File: config.mk
export PLATFORM = sky130hd
export DESIGN_NAME = trps_sequencer
export DESIGN_NICKNAME = d
export VERILOG_FILES = /design/src/trps_pkg.sv /design/src/trps_sequencer.sv
export VERILOG_INCLUDE_DIRS = /design/src /design/src/src
export SDC_FILE = /design/constraint.sdc
export NUM_CORES = 1
export LEC_CHECK = 0
export ABC_AREA = 0
export CAP_MARGIN = 10
export CORE_ASPECT_RATIO = 0.5
export CORE_MARGIN = 10
export CORE_UTILIZATION = 60
export DETAILED_ROUTE_END_ITERATION = 16
export DONT_BUFFER_PORTS = 1
export GPL_ROUTABILITY_DRIVEN = 0
export GPL_TIMING_DRIVEN = 1
export PLACE_DENSITY = 0.81
export SYNTH_ARGS = -nofsm -noshare
export SYNTH_HDL_FRONTEND = slang
export SYNTH_SLANG_ARGS = --single-unit
File: constraint.sdc
create_clock -name ref_clk -period 3.3 [get_ports ref_clk]
set_input_delay 0.165 -clock ref_clk [delete_from_list [all_inputs] [get_ports ref_clk]]
set_output_delay 0.165 -clock ref_clk [all_outputs]
set_load 0.02 [all_outputs]
File: src/trps_map.svh
// Purpose: Named constants for the three-rail power sequencer.
// Assumes: Master clock of 20 MHz (50 ns period).
// Notes: Times are in microseconds; cycle counts derive from them.
`ifndef TRPS_MAP_SVH
`define TRPS_MAP_SVH
`define TRPS_CLK_MHZ 20
`define TRPS_DLY_2MS_US 2000
`define TRPS_DLY_10MS_US 10000
`define TRPS_DLY_30MS_US 30000
`define TRPS_DLY_60MS_US 60000
`define TRPS_DLY_120MS_US 120000
`define TRPS_FIRST_EXTRA_US 400
`define TRPS_SETTLE_US 120000
`define TRPS_CYC(us) ((us) * `TRPS_CLK_MHZ)
`define TRPS_ORDER_DEFAULT 3'h1
`define TRPS_ORDER_MAX 3'h6
`endif

File: src/trps_pkg.sv
// Purpose: Types for the three-rail power sequencer.
// Assumes: Nothing beyond the constant header.
// Notes: Counts are 24 bits, enough for 120.4 ms at 20 MHz.
package trps_pkg;
  typedef enum logic [2:0] {
    TRPS_ST_OFF, TRPS_ST_UP, TRPS_ST_ON, TRPS_ST_SETTLE, TRPS_ST_DOWN
  } trps_state_t;
  typedef struct packed {
    logic [2:0] out;
    logic [2:0] oe;
  } trps_pins_t;
  typedef logic [23:0] trps_cnt_t;
endpackage

File: src/trps_sequencer.sv
// Purpose: Three-rail power sequencer with open-drain release outputs.
// Assumes: Enable arrives asynchronously; sys_rst acts as power-on reset.
// Notes: Order is a strap sampled while sys_rst is high; the delay option is the DLY_US parameter.
`timescale 1ns/1ns
`default_nettype none
`include "trps_map.svh"
module trps_sequencer
  import trps_pkg::*;
#(
  parameter int unsigned DLY_US = `TRPS_DLY_30MS_US,
  parameter int unsigned SETTLE_CYC = `TRPS_CYC(`TRPS_SETTLE_US)
) (
  // Clock and reset.
  input wire logic ref_clk,
  input wire logic sys_rst,
  // Enable comparator result and order strap.
  input wire logic enable_in,
  input wire logic [2:0] order_sel,
  // Open-drain release outputs.
  output logic supply_release_out_1,
  output logic supply_release_out_2,
  output logic supply_release_out_3,
  output logic supply_release_oe_1,
  output logic supply_release_oe_2,
  output logic supply_release_oe_3
);
  localparam trps_cnt_t STEP_CYC = trps_cnt_t'(`TRPS_CYC(DLY_US));
  localparam trps_cnt_t FIRST_CYC = trps_cnt_t'(`TRPS_CYC(DLY_US + `TRPS_FIRST_EXTRA_US));
  localparam trps_cnt_t SETTLE = trps_cnt_t'(SETTLE_CYC);

  // Maps an order option and step index to the output that drops at that step.
  function automatic logic [1:0] down_pick(input logic [2:0] ord, input logic [1:0] step);
    logic [5:0] seq;
    seq = 6'h1b;
    case (ord)
      3'h1: seq = {2'h2, 2'h1, 2'h0};
      3'h2: seq = {2'h2, 2'h0, 2'h1};
      3'h3: seq = {2'h1, 2'h2, 2'h0};
      3'h4: seq = {2'h1, 2'h0, 2'h2};
      3'h5: seq = {2'h0, 2'h2, 2'h1};
      3'h6: seq = {2'h0, 2'h1, 2'h2};
      default: seq = {2'h2, 2'h1, 2'h0};
    endcase
    case (step)
      2'h0: down_pick = seq[5:4];
      2'h1: down_pick = seq[3:2];
      default: down_pick = seq[1:0];
    endcase
  endfunction

  logic en_s1_ff, en_s2_ff;
  logic [2:0] ord_ff, nxt_ord;
  trps_state_t st_ff, nxt_st;
  trps_cnt_t cnt_ff, nxt_cnt;
  logic [1:0] step_ff, nxt_step;
  logic [2:0] rel_ff, nxt_rel;
  logic late_ff, nxt_late;
  logic en_prev_ff, nxt_en_prev;
  logic [2:0] ord_s1_ff, ord_s2_ff;
  logic [2:0] oe_ff, nxt_oe;
  logic en_fall;
  trps_pins_t pins;

  // Two-stage synchronisers for the enable level and the order strap pins.
  always_ff @(posedge ref_clk) begin
    en_s1_ff <= enable_in;
    en_s2_ff <= en_s1_ff;
    ord_s1_ff <= order_sel;
    ord_s2_ff <= ord_s1_ff;
    en_prev_ff <= nxt_en_prev;
    ord_ff <= nxt_ord;
  end

  // Edge history and strap capture; an invalid strap falls back to the default order.
  always_comb begin
    nxt_en_prev = sys_rst ? 1'b0 : en_s2_ff;
    nxt_ord = ord_ff;
    if (sys_rst) begin
      if (ord_s2_ff == 3'h0 || ord_s2_ff > `TRPS_ORDER_MAX) begin
        nxt_ord = `TRPS_ORDER_DEFAULT;
      end else begin
        nxt_ord = ord_s2_ff;
      end
    end
  end
  assign en_fall = en_prev_ff & ~en_s2_ff;

  // Sequencer next-state logic.
  always_comb begin
    nxt_st = st_ff;
    nxt_cnt = cnt_ff;
    nxt_step = step_ff;
    nxt_rel = rel_ff;
    nxt_late = late_ff;
    case (st_ff)
      TRPS_ST_OFF: begin
        if (en_s2_ff) begin
          nxt_st = TRPS_ST_UP;
          nxt_cnt = FIRST_CYC;
          nxt_step = 2'h0;
          nxt_late = 1'b0;
        end
      end
      TRPS_ST_UP: begin
        if (!en_s2_ff && step_ff == 2'h0) begin
          nxt_st = TRPS_ST_OFF;
        end else if (en_fall) begin
          nxt_late = 1'b1;
          nxt_cnt = STEP_CYC;
        end else if (cnt_ff <= trps_cnt_t'(1)) begin
          nxt_rel = rel_ff | (3'h1 << step_ff);
          nxt_cnt = STEP_CYC;
          nxt_step = step_ff + 2'h1;
          if (step_ff == 2'h2) begin
            nxt_st = (late_ff || !en_s2_ff) ? TRPS_ST_SETTLE : TRPS_ST_ON;
            nxt_cnt = SETTLE;
            nxt_step = 2'h0;
          end
        end else begin
          nxt_cnt = cnt_ff - trps_cnt_t'(1);
        end
      end
      TRPS_ST_ON: begin
        if (!en_s2_ff) begin
          nxt_st = TRPS_ST_DOWN;
          nxt_cnt = FIRST_CYC;
          nxt_step = 2'h0;
        end
      end
      TRPS_ST_SETTLE: begin
        if (cnt_ff <= trps_cnt_t'(1)) begin
          nxt_st = TRPS_ST_DOWN;
          nxt_cnt = FIRST_CYC;
        end else begin
          nxt_cnt = cnt_ff - trps_cnt_t'(1);
        end
      end
      TRPS_ST_DOWN: begin
        if (cnt_ff <= trps_cnt_t'(1)) begin
          nxt_rel = rel_ff & ~(3'h1 << down_pick(ord_ff, step_ff));
          nxt_cnt = STEP_CYC;
          nxt_step = step_ff + 2'h1;
          if (step_ff == 2'h2) begin
            nxt_st = TRPS_ST_OFF;
            nxt_step = 2'h0;
          end
        end else begin
          nxt_cnt = cnt_ff - trps_cnt_t'(1);
        end
      end
      default: nxt_st = TRPS_ST_OFF;
    endcase
    nxt_oe = ~nxt_rel;
  end

  // Sequencer registers.
  always_ff @(posedge ref_clk) begin
    if (sys_rst) begin
      st_ff <= TRPS_ST_OFF;
      cnt_ff <= '0;
      step_ff <= 2'h0;
      rel_ff <= 3'h0;
      late_ff <= 1'b0;
      oe_ff <= '1;
    end else begin
      st_ff <= nxt_st;
      cnt_ff <= nxt_cnt;
      step_ff <= nxt_step;
      rel_ff <= nxt_rel;
      late_ff <= nxt_late;
      oe_ff <= nxt_oe;
    end
  end

  // Open-drain drive: low while held off, high impedance when released.
  assign pins.out = 3'h0;
  assign pins.oe = oe_ff;
  assign supply_release_out_1 = pins.out[0];
  assign supply_release_out_2 = pins.out[1];
  assign supply_release_out_3 = pins.out[2];
  assign supply_release_oe_1 = pins.oe[0];
  assign supply_release_oe_2 = pins.oe[1];
  assign supply_release_oe_3 = pins.oe[2];

  // Checks on sequencing order and timing.
  // The drive check also catches two pins moving in one cycle.
  a_oe_follows_rel: assert property (@(posedge ref_clk) disable iff (sys_rst)
    pins.oe == ~rel_ff && pins.out == 3'h0 && $countones(pins.oe ^ $past(pins.oe)) <= 1)
    else $error("Open-drain drive disagrees with release state.");
  a_up_in_order: assert property (@(posedge ref_clk) disable iff (sys_rst)
    (st_ff == TRPS_ST_UP) |-> (rel_ff == 3'h0 || rel_ff == 3'h1 || rel_ff == 3'h3))
    else $error("Power-up release out of order.");
  a_off_until_en: assert property (@(posedge ref_clk) disable iff (sys_rst)
    (st_ff == TRPS_ST_OFF && !en_s2_ff) |=> (rel_ff == 3'h0 && st_ff == TRPS_ST_OFF))
    else $error("Output released without enable.");
  a_early_drop: assert property (@(posedge ref_clk) disable iff (sys_rst)
    (st_ff == TRPS_ST_UP && step_ff == 2'h0 && !en_s2_ff) |=> st_ff == TRPS_ST_OFF)
    else $error("Early enable drop did not abort.");
  a_first_rel: assert property (@(posedge ref_clk) disable iff (sys_rst)
    $rose(rel_ff[0]) |-> cnt_ff == STEP_CYC) else $error("First release reload wrong.");
  a_down_dflt: assert property (@(posedge ref_clk) disable iff (sys_rst)
    (ord_ff == 3'h1 && st_ff == TRPS_ST_DOWN && rel_ff == 3'h7) |=>
    (rel_ff == 3'h7 || rel_ff == 3'h3)) else $error("Default power-down not three first.");
  a_down_order: assert property (@(posedge ref_clk) disable iff (sys_rst)
    (ord_ff == 3'h6 && st_ff == TRPS_ST_DOWN && rel_ff == 3'h7) |=>
    (rel_ff == 3'h7 || rel_ff == 3'h6)) else $error("Option six not one first.");
  a_first_longer: assert property (@(posedge ref_clk) disable iff (sys_rst)
    (st_ff == TRPS_ST_ON && !en_s2_ff) |=> cnt_ff == FIRST_CYC)
    else $error("First power-down delay wrong.");
  a_settle_len: assert property (@(posedge ref_clk) disable iff (sys_rst)
    (st_ff != TRPS_ST_SETTLE ##1 st_ff == TRPS_ST_SETTLE) |-> cnt_ff == SETTLE)
    else $error("Settle wait wrong length.");
  // Strap capture runs only during reset, so this check is not disabled by it.
  a_strap_default: assert property (@(posedge ref_clk)
    (sys_rst && (ord_s2_ff == 3'h0 || ord_s2_ff > `TRPS_ORDER_MAX)) |=>
    ord_ff == `TRPS_ORDER_DEFAULT) else $error("Invalid order strap not mapped to default.");
  c_full_up: cover property (@(posedge ref_clk) st_ff == TRPS_ST_ON);
  c_abort: cover property (@(posedge ref_clk) st_ff == TRPS_ST_UP ##1 st_ff == TRPS_ST_OFF);
  c_settle: cover property (@(posedge ref_clk) st_ff == TRPS_ST_SETTLE);
  c_down_done: cover property (@(posedge ref_clk) st_ff == TRPS_ST_DOWN ##1 st_ff == TRPS_ST_OFF);
endmodule
`default_nettype wire

==> impl_summary.md, run 1 <==
Floorplanning
From bottom edge to top edge, the die measures 69.0 microns. For this configuration, the core starts out at a cell density of 0.640. The number of placed I/O pins is 12. In this run the horizontal extent of the chip is 118 microns. The core area is 4510 sq um. The number of placement rows is 17. The floorplan step defined a die boundary enclosing 8150 sq um.

Placed design
The number of placed instances, taps included, is 400. After detailed placement, the total cell area comes to 2880 sq um. The HPWL after detailed placement is 5.26 mm. The count of buffers added on input and output ports is 0.

Synth
Among all flip-flop cells after synthesis, the most frequent one is sky130_fd_sc_hd__dfxtp_1. The number of warnings reported in the yosys synthesis log is 0. The average cell area after synthesis is 8.25 sq um. Of the synthesized area, sequential elements account for 0.343. The area of the mapped netlist is 2890 sq um.

Of the post-synthesis cell area, the dominant cell type holds 0.312. By area the synthesized netlist is led by sky130_fd_sc_hd__dfxtp_1 (31%), sky130_fd_sc_hd__nor2_1 (4.6%), sky130_fd_sc_hd__a21oi_1 (3.5%). Yosys mapped the design onto 72 distinct sky130hd cell types. Sorting the synthesized cells by how often they occur yields sky130_fd_sc_hd__dfxtp_1 (45), sky130_fd_sc_hd__nor2_1 (35), sky130_fd_sc_hd__a21oi_1 (20), sky130_fd_sc_hd__nor3_1 (20), sky130_fd_sc_hd__o21ai_0 (18). Yosys mapped a number of flops with a built-in enable equal to 3.

After synthesis the netlist holds a flip-flop and latch count of 48. In the synthesized netlist, the number of instances is 350. The most repeated cell in the gate-level netlist after synthesis is sky130_fd_sc_hd__dfxtp_1.

Summed over all instances, the cell type with the most area after synthesis is sky130_fd_sc_hd__dfxtp_1. The share of flip-flops with an asynchronous set or reset after synthesis is 0.

Detailed routing
The number of design rule violations left after detail routing is 0. The number of DRC violations after detailed-routing iteration 0 is 384. The detail-routed net length per standard cell is 18.3 microns. Dividing the detail-routed via count by the number of cells gives 6.65.

The pre-antenna-repair detailed-routing pass consisted of 5 iterations. The residual antenna-violating net count after detailed routing is 0. The routed wire length is 7.56 mm. The detailed router placed 2745 vias in this run.

Global routing
The number of antenna violations at the first check in global routing is 0. The global route total overflow is 0. The via count of the first global-routing pass is 2518. The first global-routing pass estimated 12.5 mm of wire. The overall fraction of global-route tracks in use is 0.181.

The maximum number of pins on one net before global-route repair is 23.

Clocking
No sink is reached through more buffers than the 2 on the longest clock path. The source-to-sink clock delay at the later pin of the worst-skew pair is 0.32 ns. TritonCTS built the clock tree. The number of levels the H-tree was split into is 2.

The number of resized instances in the post-cts repair step is 0. The clock-pin slew reported for the worst setup and hold paths after clock tree synthesis is 0.09 ns. The TritonCTS buffer count is 5. The sink count of the clock tree is 48. The tree is rooted in a sky130_fd_sc_hd__clkbuf_8.

Final layout
At the end of the flow the core is filled with cells to 0.677. The cell area after layout is 3050 sq um. The multi-input gate area in the final layout is 1700 sq um. The area of all sequential standard cells is 991 sq um. The antenna diode instance count is 0. The net count of the finished layout is 354. The filler-free cell count of the finished design is 413. The layout-stage area growth over the synthesis result is 5.72%. Of the cells placed in the final design, the portion with a size suffix greater than 1 is 0.0951. The layout filler cell count is 376.

STA
Setup violations remaining at the end of the flow were counted as 0. The slew at the pin closest to its max-slew limit is 0.975 ns. The hold violation total from the final report came to 0. The largest clock skew in the final design is 0.00406 ns. The part of the cycle the worst path needs is 0.777. Setup repair after global routing left no endpoint under its margin. The post-route setup TNS is 0 ns. For this run, the top clock speed supported by timing is 390 MHz. The max-slew violation total from the final report is 0. The post-route minimum period is 2.57 ns. The max-slew headroom at the worst pin is 0.345.

Critical path
The capturing element type of the critical path is a register. The data required time at the worst endpoint is 3.54 ns. The critical path data arrival time is 2.81 ns. The worst-path maximum fanout is 6. The type of element launching the critical path is a register. The critical path start-end classification is register to register.

Outcome
The run finished with clean final reports.

Job
The tool flagged a number of max-cap violations equal to 0.

Power
In this run the static leakage power is 1.10 nW. IR analysis of the VDD net gives a maximum drop of 0.000452 V. The total power divided by cell area is 643 nW/um^2. Power comes to 1.96 mW.

Min path
The path class of the tightest hold or removal check is primary input to register.
report_power, final:
group / internal [mW] / switching [mW] / leakage (nW) / total [mW]
clock network: 0.248 / 0.210 / 0.0614 / 0.458
registers: 0.636 / 0.0757 / 0.398 / 0.712
logic: 0.298 / 0.496 / 0.641 / 0.793
total: 1.18 / 0.781 / 1.10 / 1.96
logic make-up after synthesis:
logic type	share of synthesized area
flip-flops	0.343
multiplexers	0.0173
adder cells (fa/ha/maj)	0.00867
AND/OR/NAND/NOR	0.280
AO/OA/AOI/OAI	0.270
other	0.00130
XOR/XNOR	0.00910
buffers and inverters	0.0698
routing by layer:
metal  vias up  GRT usage  wire (microns)
li1       1318          -               -
met1      1265      0.225            3250
met2       131      0.285            3300
met3        31     0.0632             831
met4         0     0.0566             179
met5         -          0               0
flip-flops by register name (all words and copies together), names as in the netlist, named ones only:
signal and cells:
ord_s1_ff 3, st_ff 3, oe_ff 3, step_ff 2
ord_ff 3, en_prev_ff 1, cnt_ff 24, en_s2_ff 1
en_s1_ff 1, ord_s2_ff 3, late_ff 1
final timing paths:
kind / from / end / slack, ns / depth (start not counted)
max: cnt_ff[18] / cnt_ff[21] / 0.73 / 5
min: sys_rst / cnt_ff[10] / 0.004 / 2
max reg2reg: cnt_ff[18] / cnt_ff[21] / 0.73 / 5
min reg2reg: ord_s1_ff[2] / ord_s2_ff[2] / 0.34 / 0
repair_timing:
item / CTS / global route
hold buffers: 5 / 0
endpoints found under the setup margin: 0 / 0
setup buffers: 0 / 0
endpoints found under the hold margin: 21 / 0
worst max-delay path: stages (launching register included):
cell                       delay, ns
sky130_fd_sc_hd__dfxtp_1        0.36
sky130_fd_sc_hd__or4_1          0.63
sky130_fd_sc_hd__or4_1          0.74
sky130_fd_sc_hd__nor4_2         0.47
sky130_fd_sc_hd__o221ai_1       0.17
sky130_fd_sc_hd__o211ai_1       0.12
through the flow:
stage / setup WS (ns) / hold WS (ns)
finish: 0.735 / 0.00390
global route: 0.589 / 0.00824
CTS: 0.773 / 0.00984
detailed placement: 0.794 / 0.193
global placement: 0.815 / 0.193
floorplan: 0.950 / 0.193
cell usage in the layout, fill, tap and decap left out, drive strengths merged, types with 7 or more instances in the layout:
master / Yosys / routed
a31oi: 7 / 7
a211oi: 11 / 11
nand2: 17 / 17
nand2b: 7 / 7
o21ai: 18 / 18
inv: 9 / 9
or4: 9 / 9
buf: 14 / 9
nand4: 8 / 8
dfxtp: 45 / 45
a21oi: 21 / 21
nand3: 10 / 10
nor2: 36 / 36
nor3: 20 / 20
area by class of cell:
type / count / share of cell area
Clock inverter: 2 / 0.0127
Timing Repair Buffer: 14 / 0.0385
Sequential cell: 48 / 0.325
Tap cell: 66 / 0.0271
Multi-Input combinational cell: 267 / 0.558
Clock buffer: 6 / 0.0271
Inverter: 10 / 0.0123
(Power assumes the default switching activity.)
==> run 2: changes to the inputs <==
--- a/config.mk
+++ b/config.mk
@@ -10,12 +10,12 @@
 export CAP_MARGIN = 10
 export CORE_ASPECT_RATIO = 0.5
 export CORE_MARGIN = 10
-export CORE_UTILIZATION = 60
+export CORE_UTILIZATION = 57
 export DETAILED_ROUTE_END_ITERATION = 16
 export DONT_BUFFER_PORTS = 1
 export GPL_ROUTABILITY_DRIVEN = 0
 export GPL_TIMING_DRIVEN = 1
-export PLACE_DENSITY = 0.81
+export PLACE_DENSITY = 0.8
 export SYNTH_ARGS = -nofsm -noshare
 export SYNTH_HDL_FRONTEND = slang
 export SYNTH_SLANG_ARGS = --single-unit
==> constraint.sdc (replaced) <==
create_clock -name ref_clk -period 2.3 [get_ports ref_clk]
set_input_delay 0.115 -clock ref_clk [delete_from_list [all_inputs] [get_ports ref_clk]]
set_output_delay 0.115 -clock ref_clk [all_outputs]
set_load 0.02 [all_outputs]
==> impl_summary.md, run 2 (same netlist as run 1, synthesis figures left out) <==
Outcome
The flow ran to the end, but the final reports show violations. The checks that failed: setup timing.

Floorplanning
The number of placement rows is 18. The die extent in y is 70.3 microns. The core area is 4910 sq um. The floorplan step defined a die boundary enclosing 8480 sq um. The die is 121 microns wide. The initial core utilization is 0.588.

The number of placed I/O pins is 12.

Critical path
The critical path goes through or4_4 -> or4_4 -> nor2_8 -> buf_4 -> nand3_1 -> a211oi_1. For the worst setup path, the data arrival time is 2.52 ns. The worst setup path is captured at a register. The last element of the critical path is cnt_ff[15].

The endpoint identified for the worst register-to-register timing path is cnt_ff[15]. The slowest cell on the critical path is sky130_fd_sc_hd__or4_4. The worst setup path startpoint is cnt_ff[19].

The worst-path maximum fanout is 6. The number of cells on the worst reg-to-reg path is 6. The worst register-to-register path has a setup slack of -0.01 ns. The critical path start-end classification is register to register. The most numerous cell type found on the critical path is sky130_fd_sc_hd__or4_4. The launch point of the worst reg-to-reg path is cnt_ff[19]. The data required time at the worst endpoint is 2.51 ns. The highest cell delay on the worst timing path is 0.66 ns. The type of element launching the critical path is a register.

Placed design
The post-placement setup slack is -0.0756 ns. The area of placed instances is 3120 sq um. The cell total after placement is 435. The count of input and output buffers is 0. The HPWL after detailed placement is 5.85 mm.

Final layout
The number of flip-flops in the largest register is 24. The cell area after layout is 3370 sq um. Relative to the synthesized area, the layout overhead comes to 16.8%. Of the cells placed in the final design, the portion with a size suffix greater than 1 is 0.197.

At the end of the flow, the number of nets in the layout was 387. The library cell used most frequently in the layout, excluding fill and tap cells, is sky130_fd_sc_hd__dfxtp_1. The filler-free cell count of the finished design is 450. The register ranked first by flip-flop count is cnt_ff. The number of antenna diodes in the final layout is 0.

The final core area utilization is 0.687. The area of all sequential standard cells is 992 sq um. In the final layout, the multi-input gates occupy 1760 sq um. Leaving out fill and tap cells, the most frequent cells in the layout are sky130_fd_sc_hd__dfxtp_1 (44), sky130_fd_sc_hd__buf_4 (42), sky130_fd_sc_hd__nor2_1 (35). The layout filler cell count is 386.

Power
The worst-case vdd ir drop is 0.000539 V. The total power of the final layout is 3.14 mW. The leakage dissipation is 1.29 nW.

The total power divided by cell area is 933 nW/um^2.

Clocking
The clock drives 48 sinks. After clock tree synthesis, the clock-pin slew on the worst setup and hold paths is 0.09 ns. The worst-case clock buffer depth is 2.

The number of levels the H-tree was split into is 2. The TritonCTS buffer count is 5. The root cell of the clock tree is sky130_fd_sc_hd__clkbuf_8.

The TritonCTS clock tree is yes. The source-to-sink clock delay at the later pin of the worst-skew pair is 0.30 ns.

Detailed routing
The detail-routed net length per standard cell is 18.4 microns. Dividing the detail-routed via count by the number of cells gives 6.68. Once detail routing completed, the nets flagged for antenna violations numbered 0. The routed wire length is 8.29 mm. The total via count in the routed design is 3004. The total iterations of the first detailed-routing run is 7.

The number of design rule violations left after detail routing is 0. For this block, the initial DRC count from the detailed router was 397.

Job
The max-cap violation count is 0.

STA
Across all setup checks in the final design, the least slack found is -0.0126 ns. Measured against its own limit, the worst slew margin works out to 0.396. The post-route minimum period is 2.31 ns. Clock skew on the completed layout was measured at 0.00484 ns. Of the available clock period, the critical path in the final layout requires 1.01. The slew at the pin closest to its max-slew limit is 0.902 ns. The max-slew violation total from the final report came to 0. Adding up every negative setup slack in the final design gives -0.0126 ns. Final hold analysis gives a worst-case slack of 0.0266 ns. The hold violation total from the final report is 0. Setup repair after global routing could not meet its margin everywhere. The final setup violation count is 1. The maximum frequency from static timing analysis is 432 MHz.

Global routing
The first global-routing pass estimated 13.2 mm of wire. The number of antenna violations at the first check in global routing is 0. The via count of the first global-routing pass was 2710. In the global route stage, overall resource usage came out at 0.186. The met2 routing resource usage after global routing is 0.295. In the global route stage, met3 resource usage came out at 0.0626. For this run the aggregate overflow at the end of global routing stands at 0. In this run the most used layer during global routing was met2. Entering global routing, the biggest net connects 21 pins.

For met1 alone, demand over resource in global routing was 0.236.

Min path
The path class of the tightest hold or removal check is primary input to register.
==> run 2: what timing repair did <==
action	CTS	global route
endpoints found under the setup margin	2	20
gates resized for setup	2	8
setup buffers	0	2
pin swaps	1	6
hold buffers	5	0
endpoints found under the hold margin	24	0
==> run 2: cell type report <==
class                           instances  area share
Inverter                               10      0.0111
Multi-Input combinational cell        267       0.521
Timing Repair Buffer                   47       0.108
Clock inverter                          2      0.0178
Tap cell                               70      0.0260
Clock buffer                            6      0.0215
Sequential cell                        48       0.294
==> run 2: routing by layer <==
metal / wire length (microns) / share of wire
met1: 3510 / 0.42
met2: 3710 / 0.45
met3: 910 / 0.11
met4: 159 / 0.019
met5: 0 / 0
==> run 2: how the worst min path moves through the flow <==
stage	start	end	slack (ns)	depth (start not counted)
finish	sys_rst	cnt_ff[19]	0.03	2
global route	sys_rst	cnt_ff[16]	0.03	2
CTS	sys_rst	cnt_ff[19]	0.02	2
detailed placement	order_sel[2]	ord_s1_ff[2]	0.14	0
global placement	order_sel[2]	ord_s1_ff[2]	0.14	0
floorplan	enable_in	en_s1_ff	0.14	0
==> run 2: power by group <==
part	switching (mW)	internal, mW
registers	0.0862	0.915
logic	0.835	0.588
clock network	0.285	0.435
==> run 2: critical path: cells and delay by family (launching register included) <==
family                 cells  cell delay (ns)
buffers and inverters      1             0.16
and+or+nand+nor            4             1.49
AOI/OAI and AO/OA          1             0.25
DFF                        1             0.32
==> run 3: changes to the inputs <==
--- a/config.mk
+++ b/config.mk
@@ -15,6 +15,7 @@
 export DONT_BUFFER_PORTS = 1
 export GPL_ROUTABILITY_DRIVEN = 0
 export GPL_TIMING_DRIVEN = 1
+export MAX_ROUTING_LAYER = met4
 export PLACE_DENSITY = 0.8
 export SYNTH_ARGS = -nofsm -noshare
 export SYNTH_HDL_FRONTEND = slang
==> impl_summary.md, run 3 (same netlist as run 1, synthesis figures left out) <==
Outcome
The run finished with clean final reports.

Power
The worst-case vdd ir drop is 0.000543 V. The part of the power in combinational logic is 0.454. The completed layout was analyzed and its total power is 3.15 mW. The cell-internal power is 1.94 mW. Of the total power, the share spent switching nets is 0.384. Of the total power, registers draw 0.318. The fraction of power consumed by the clock network is 0.227. The net switching component of the power is 1.21 mW.

The leakage dissipation is 1.29 nW. The total power divided by cell area is 934 nW/um^2.

STA
The maximum frequency from static timing analysis is 435 MHz. Setup repair after global routing could not meet its margin everywhere. Counting I/O delays and the setup requirement, the final critical path takes 2.30 ns. The hold violation total from the final report was 0. The max-slew violation total from the final report is 0. The max-slew headroom at the worst pin is 0.404. The minimum setup slack in the final design is 0.00321 ns. Clock skew on the completed layout was measured at 0.00473 ns.

The slew at the pin closest to its max-slew limit is 0.890 ns. The part of the cycle the worst path needs is 0.999. The post-route setup TNS is 0 ns.

Setup violations remaining at the end of the flow were counted as 0.

Detailed routing
After detailed routing, the average wire length per cell comes to 18.5 microns. The total via count in the routed design is 2996. After detailed routing, the number of vias per cell comes to 6.66. The total iterations of the first detailed-routing run is 6. The number of design rule violations left after detail routing is 0. The residual antenna-violating net count after detailed routing is 0. The detailed router finished its first iteration with 362 violations.

The routed wire length is 8.34 mm.

Job
The max-cap violation count is 0.

Final layout
The number of antenna diodes in the final layout is 0. From synthesis to final layout, the design area changed by 16.8%. The library cell used most frequently in the layout, excluding fill and tap cells, is sky130_fd_sc_hd__dfxtp_1. The layout filler cell count is 386.

The fraction of layout instances using a drive strength above 1 is 0.197. In the layout the commonest cells are sky130_fd_sc_hd__dfxtp_1 (44), sky130_fd_sc_hd__buf_4 (42), sky130_fd_sc_hd__nor2_1 (35). The register ranked first by flip-flop count is cnt_ff.

The number of flip-flops in the largest register is 24. At the end of the flow, the number of nets in the layout was 387. The final core area utilization is 0.687. In the final layout, the multi-input gates occupy 1760 sq um. After the flow finishes, the layout carries non-filler instances totaling 450. The area of all sequential standard cells is 992 sq um.

Floorplanning
The area of the die is 8480 sq um. The number of placed I/O pins is 12. The die extent in y is 70.3 microns. The initial core utilization is 0.588. The floorplan step set the die width to 121 microns. The core area is 4910 sq um. The number of placement rows is 18.

Placed design
The count of input and output buffers is 0. Before CTS, the worst setup slack after placement is -0.0756 ns. The HPWL after detailed placement is 5.85 mm.

Counting tap cells, the placed design contains a total of 435 instances.

Global routing
The number of antenna violations at the first check in global routing is 0. For this run, the total global-route usage over all layers was measured as 0.192. The via count of the first global-routing pass is 2710. The most utilized layer in the global route result is met2.

The maximum number of pins on one net before global-route repair is 21. The met3 track demand over resource is 0.0585. The global route total overflow is 0. The global-route wire length before repair is 13.2 mm. The met1 layer usage reported by global route is 0.239.

The met2 routing resource usage after global routing is 0.295.

Critical path
Data on the critical path arrives at its endpoint at 2.50 ns. The worst-path maximum fanout is 6. STA classifies the critical path startpoint as a register. Data on the critical path is required at its endpoint by 2.51 ns. The capturing element type of the critical path is a register. The critical path is of the register to register type.

Clocking
The source-to-sink clock delay at the later pin of the worst-skew pair is 0.30 ns. The root buffer cell chosen for the clock tree is sky130_fd_sc_hd__clkbuf_8. The worst-case clock buffer depth is 2. TritonCTS built the clock tree.

The tree built by TritonCTS fans out to 48 sinks. The clock-pin slew reported for the worst setup and hold paths after clock tree synthesis is 0.09 ns. Clock tree synthesis inserted a total of 5 buffers. In this run the number of H-tree levels came out at 2.

Min path
The worst hold path belongs to the class primary input to register.
run 3: critical path, stage by stage, from the launching register on:
cell                       delay [ns]
sky130_fd_sc_hd__dfxtp_1         0.32
sky130_fd_sc_hd__or4_4           0.57
sky130_fd_sc_hd__or4_4           0.66
sky130_fd_sc_hd__nor2_8          0.18
sky130_fd_sc_hd__buf_4           0.16
sky130_fd_sc_hd__nand3_1         0.08
sky130_fd_sc_hd__a211oi_1        0.24
run 3: path summary, 6_finish.rpt:
kind / from / endpoint / slack [ns] / depth (start not counted)
setup reg to reg: cnt_ff[19] / cnt_ff[15] / 0.003 / 6
hold reg to reg: ord_s1_ff[2] / ord_s2_ff[2] / 0.34 / 0
hold / removal: sys_rst / cnt_ff[19] / 0.03 / 2
setup / recovery: cnt_ff[19] / cnt_ff[15] / 0.003 / 6
run 3: power by group through the flow:
stage	combinational [mW]	sequential [mW]	clock, mW
floorplan	0.913	0.991	0
global placement	1.23	1.01	0
detailed placement	1.27	1.01	0
CTS	1.31	0.996	0.725
global route	1.51	1.01	0.749
finish	1.43	1.00	0.715
run 3: cell type report:
cell class | count | share of cell area
Inverter | 10 | 0.0111
Timing Repair Buffer | 47 | 0.108
Clock buffer | 6 | 0.0215
Multi-Input combinational cell | 267 | 0.521
Tap cell | 70 | 0.0260
Sequential cell | 48 | 0.294
Clock inverter | 2 | 0.0178
run 3: routing by layer:
layer / part of all wire / up-vias / wire length (microns)
li1: - / 1377 / -
met1: 0.41 / 1389 / 3430
met2: 0.44 / 197 / 3670
met3: 0.13 / 33 / 1050
met4: 0.022 / 0 / 183
met5: 0 / - / 0
run 3: what timing repair did:
item                                    CTS  global route
endpoints found under the hold margin    24             0
hold buffers                              5             0
setup buffers                             0             2
endpoints found under the setup margin    2            20
pin swaps                                 1             6
gates resized for setup                   2             8
run 3: through the flow:
stage / instance area (sq um) / hold slack, ns
after CTS: 3320 / 0.0207
final: 3370 / 0.0279
after global routing: 3370 / 0.0276
after detailed placement: 3120 / 0.143
after global placement: 3120 / 0.143
after floorplan: 2900 / 0.143
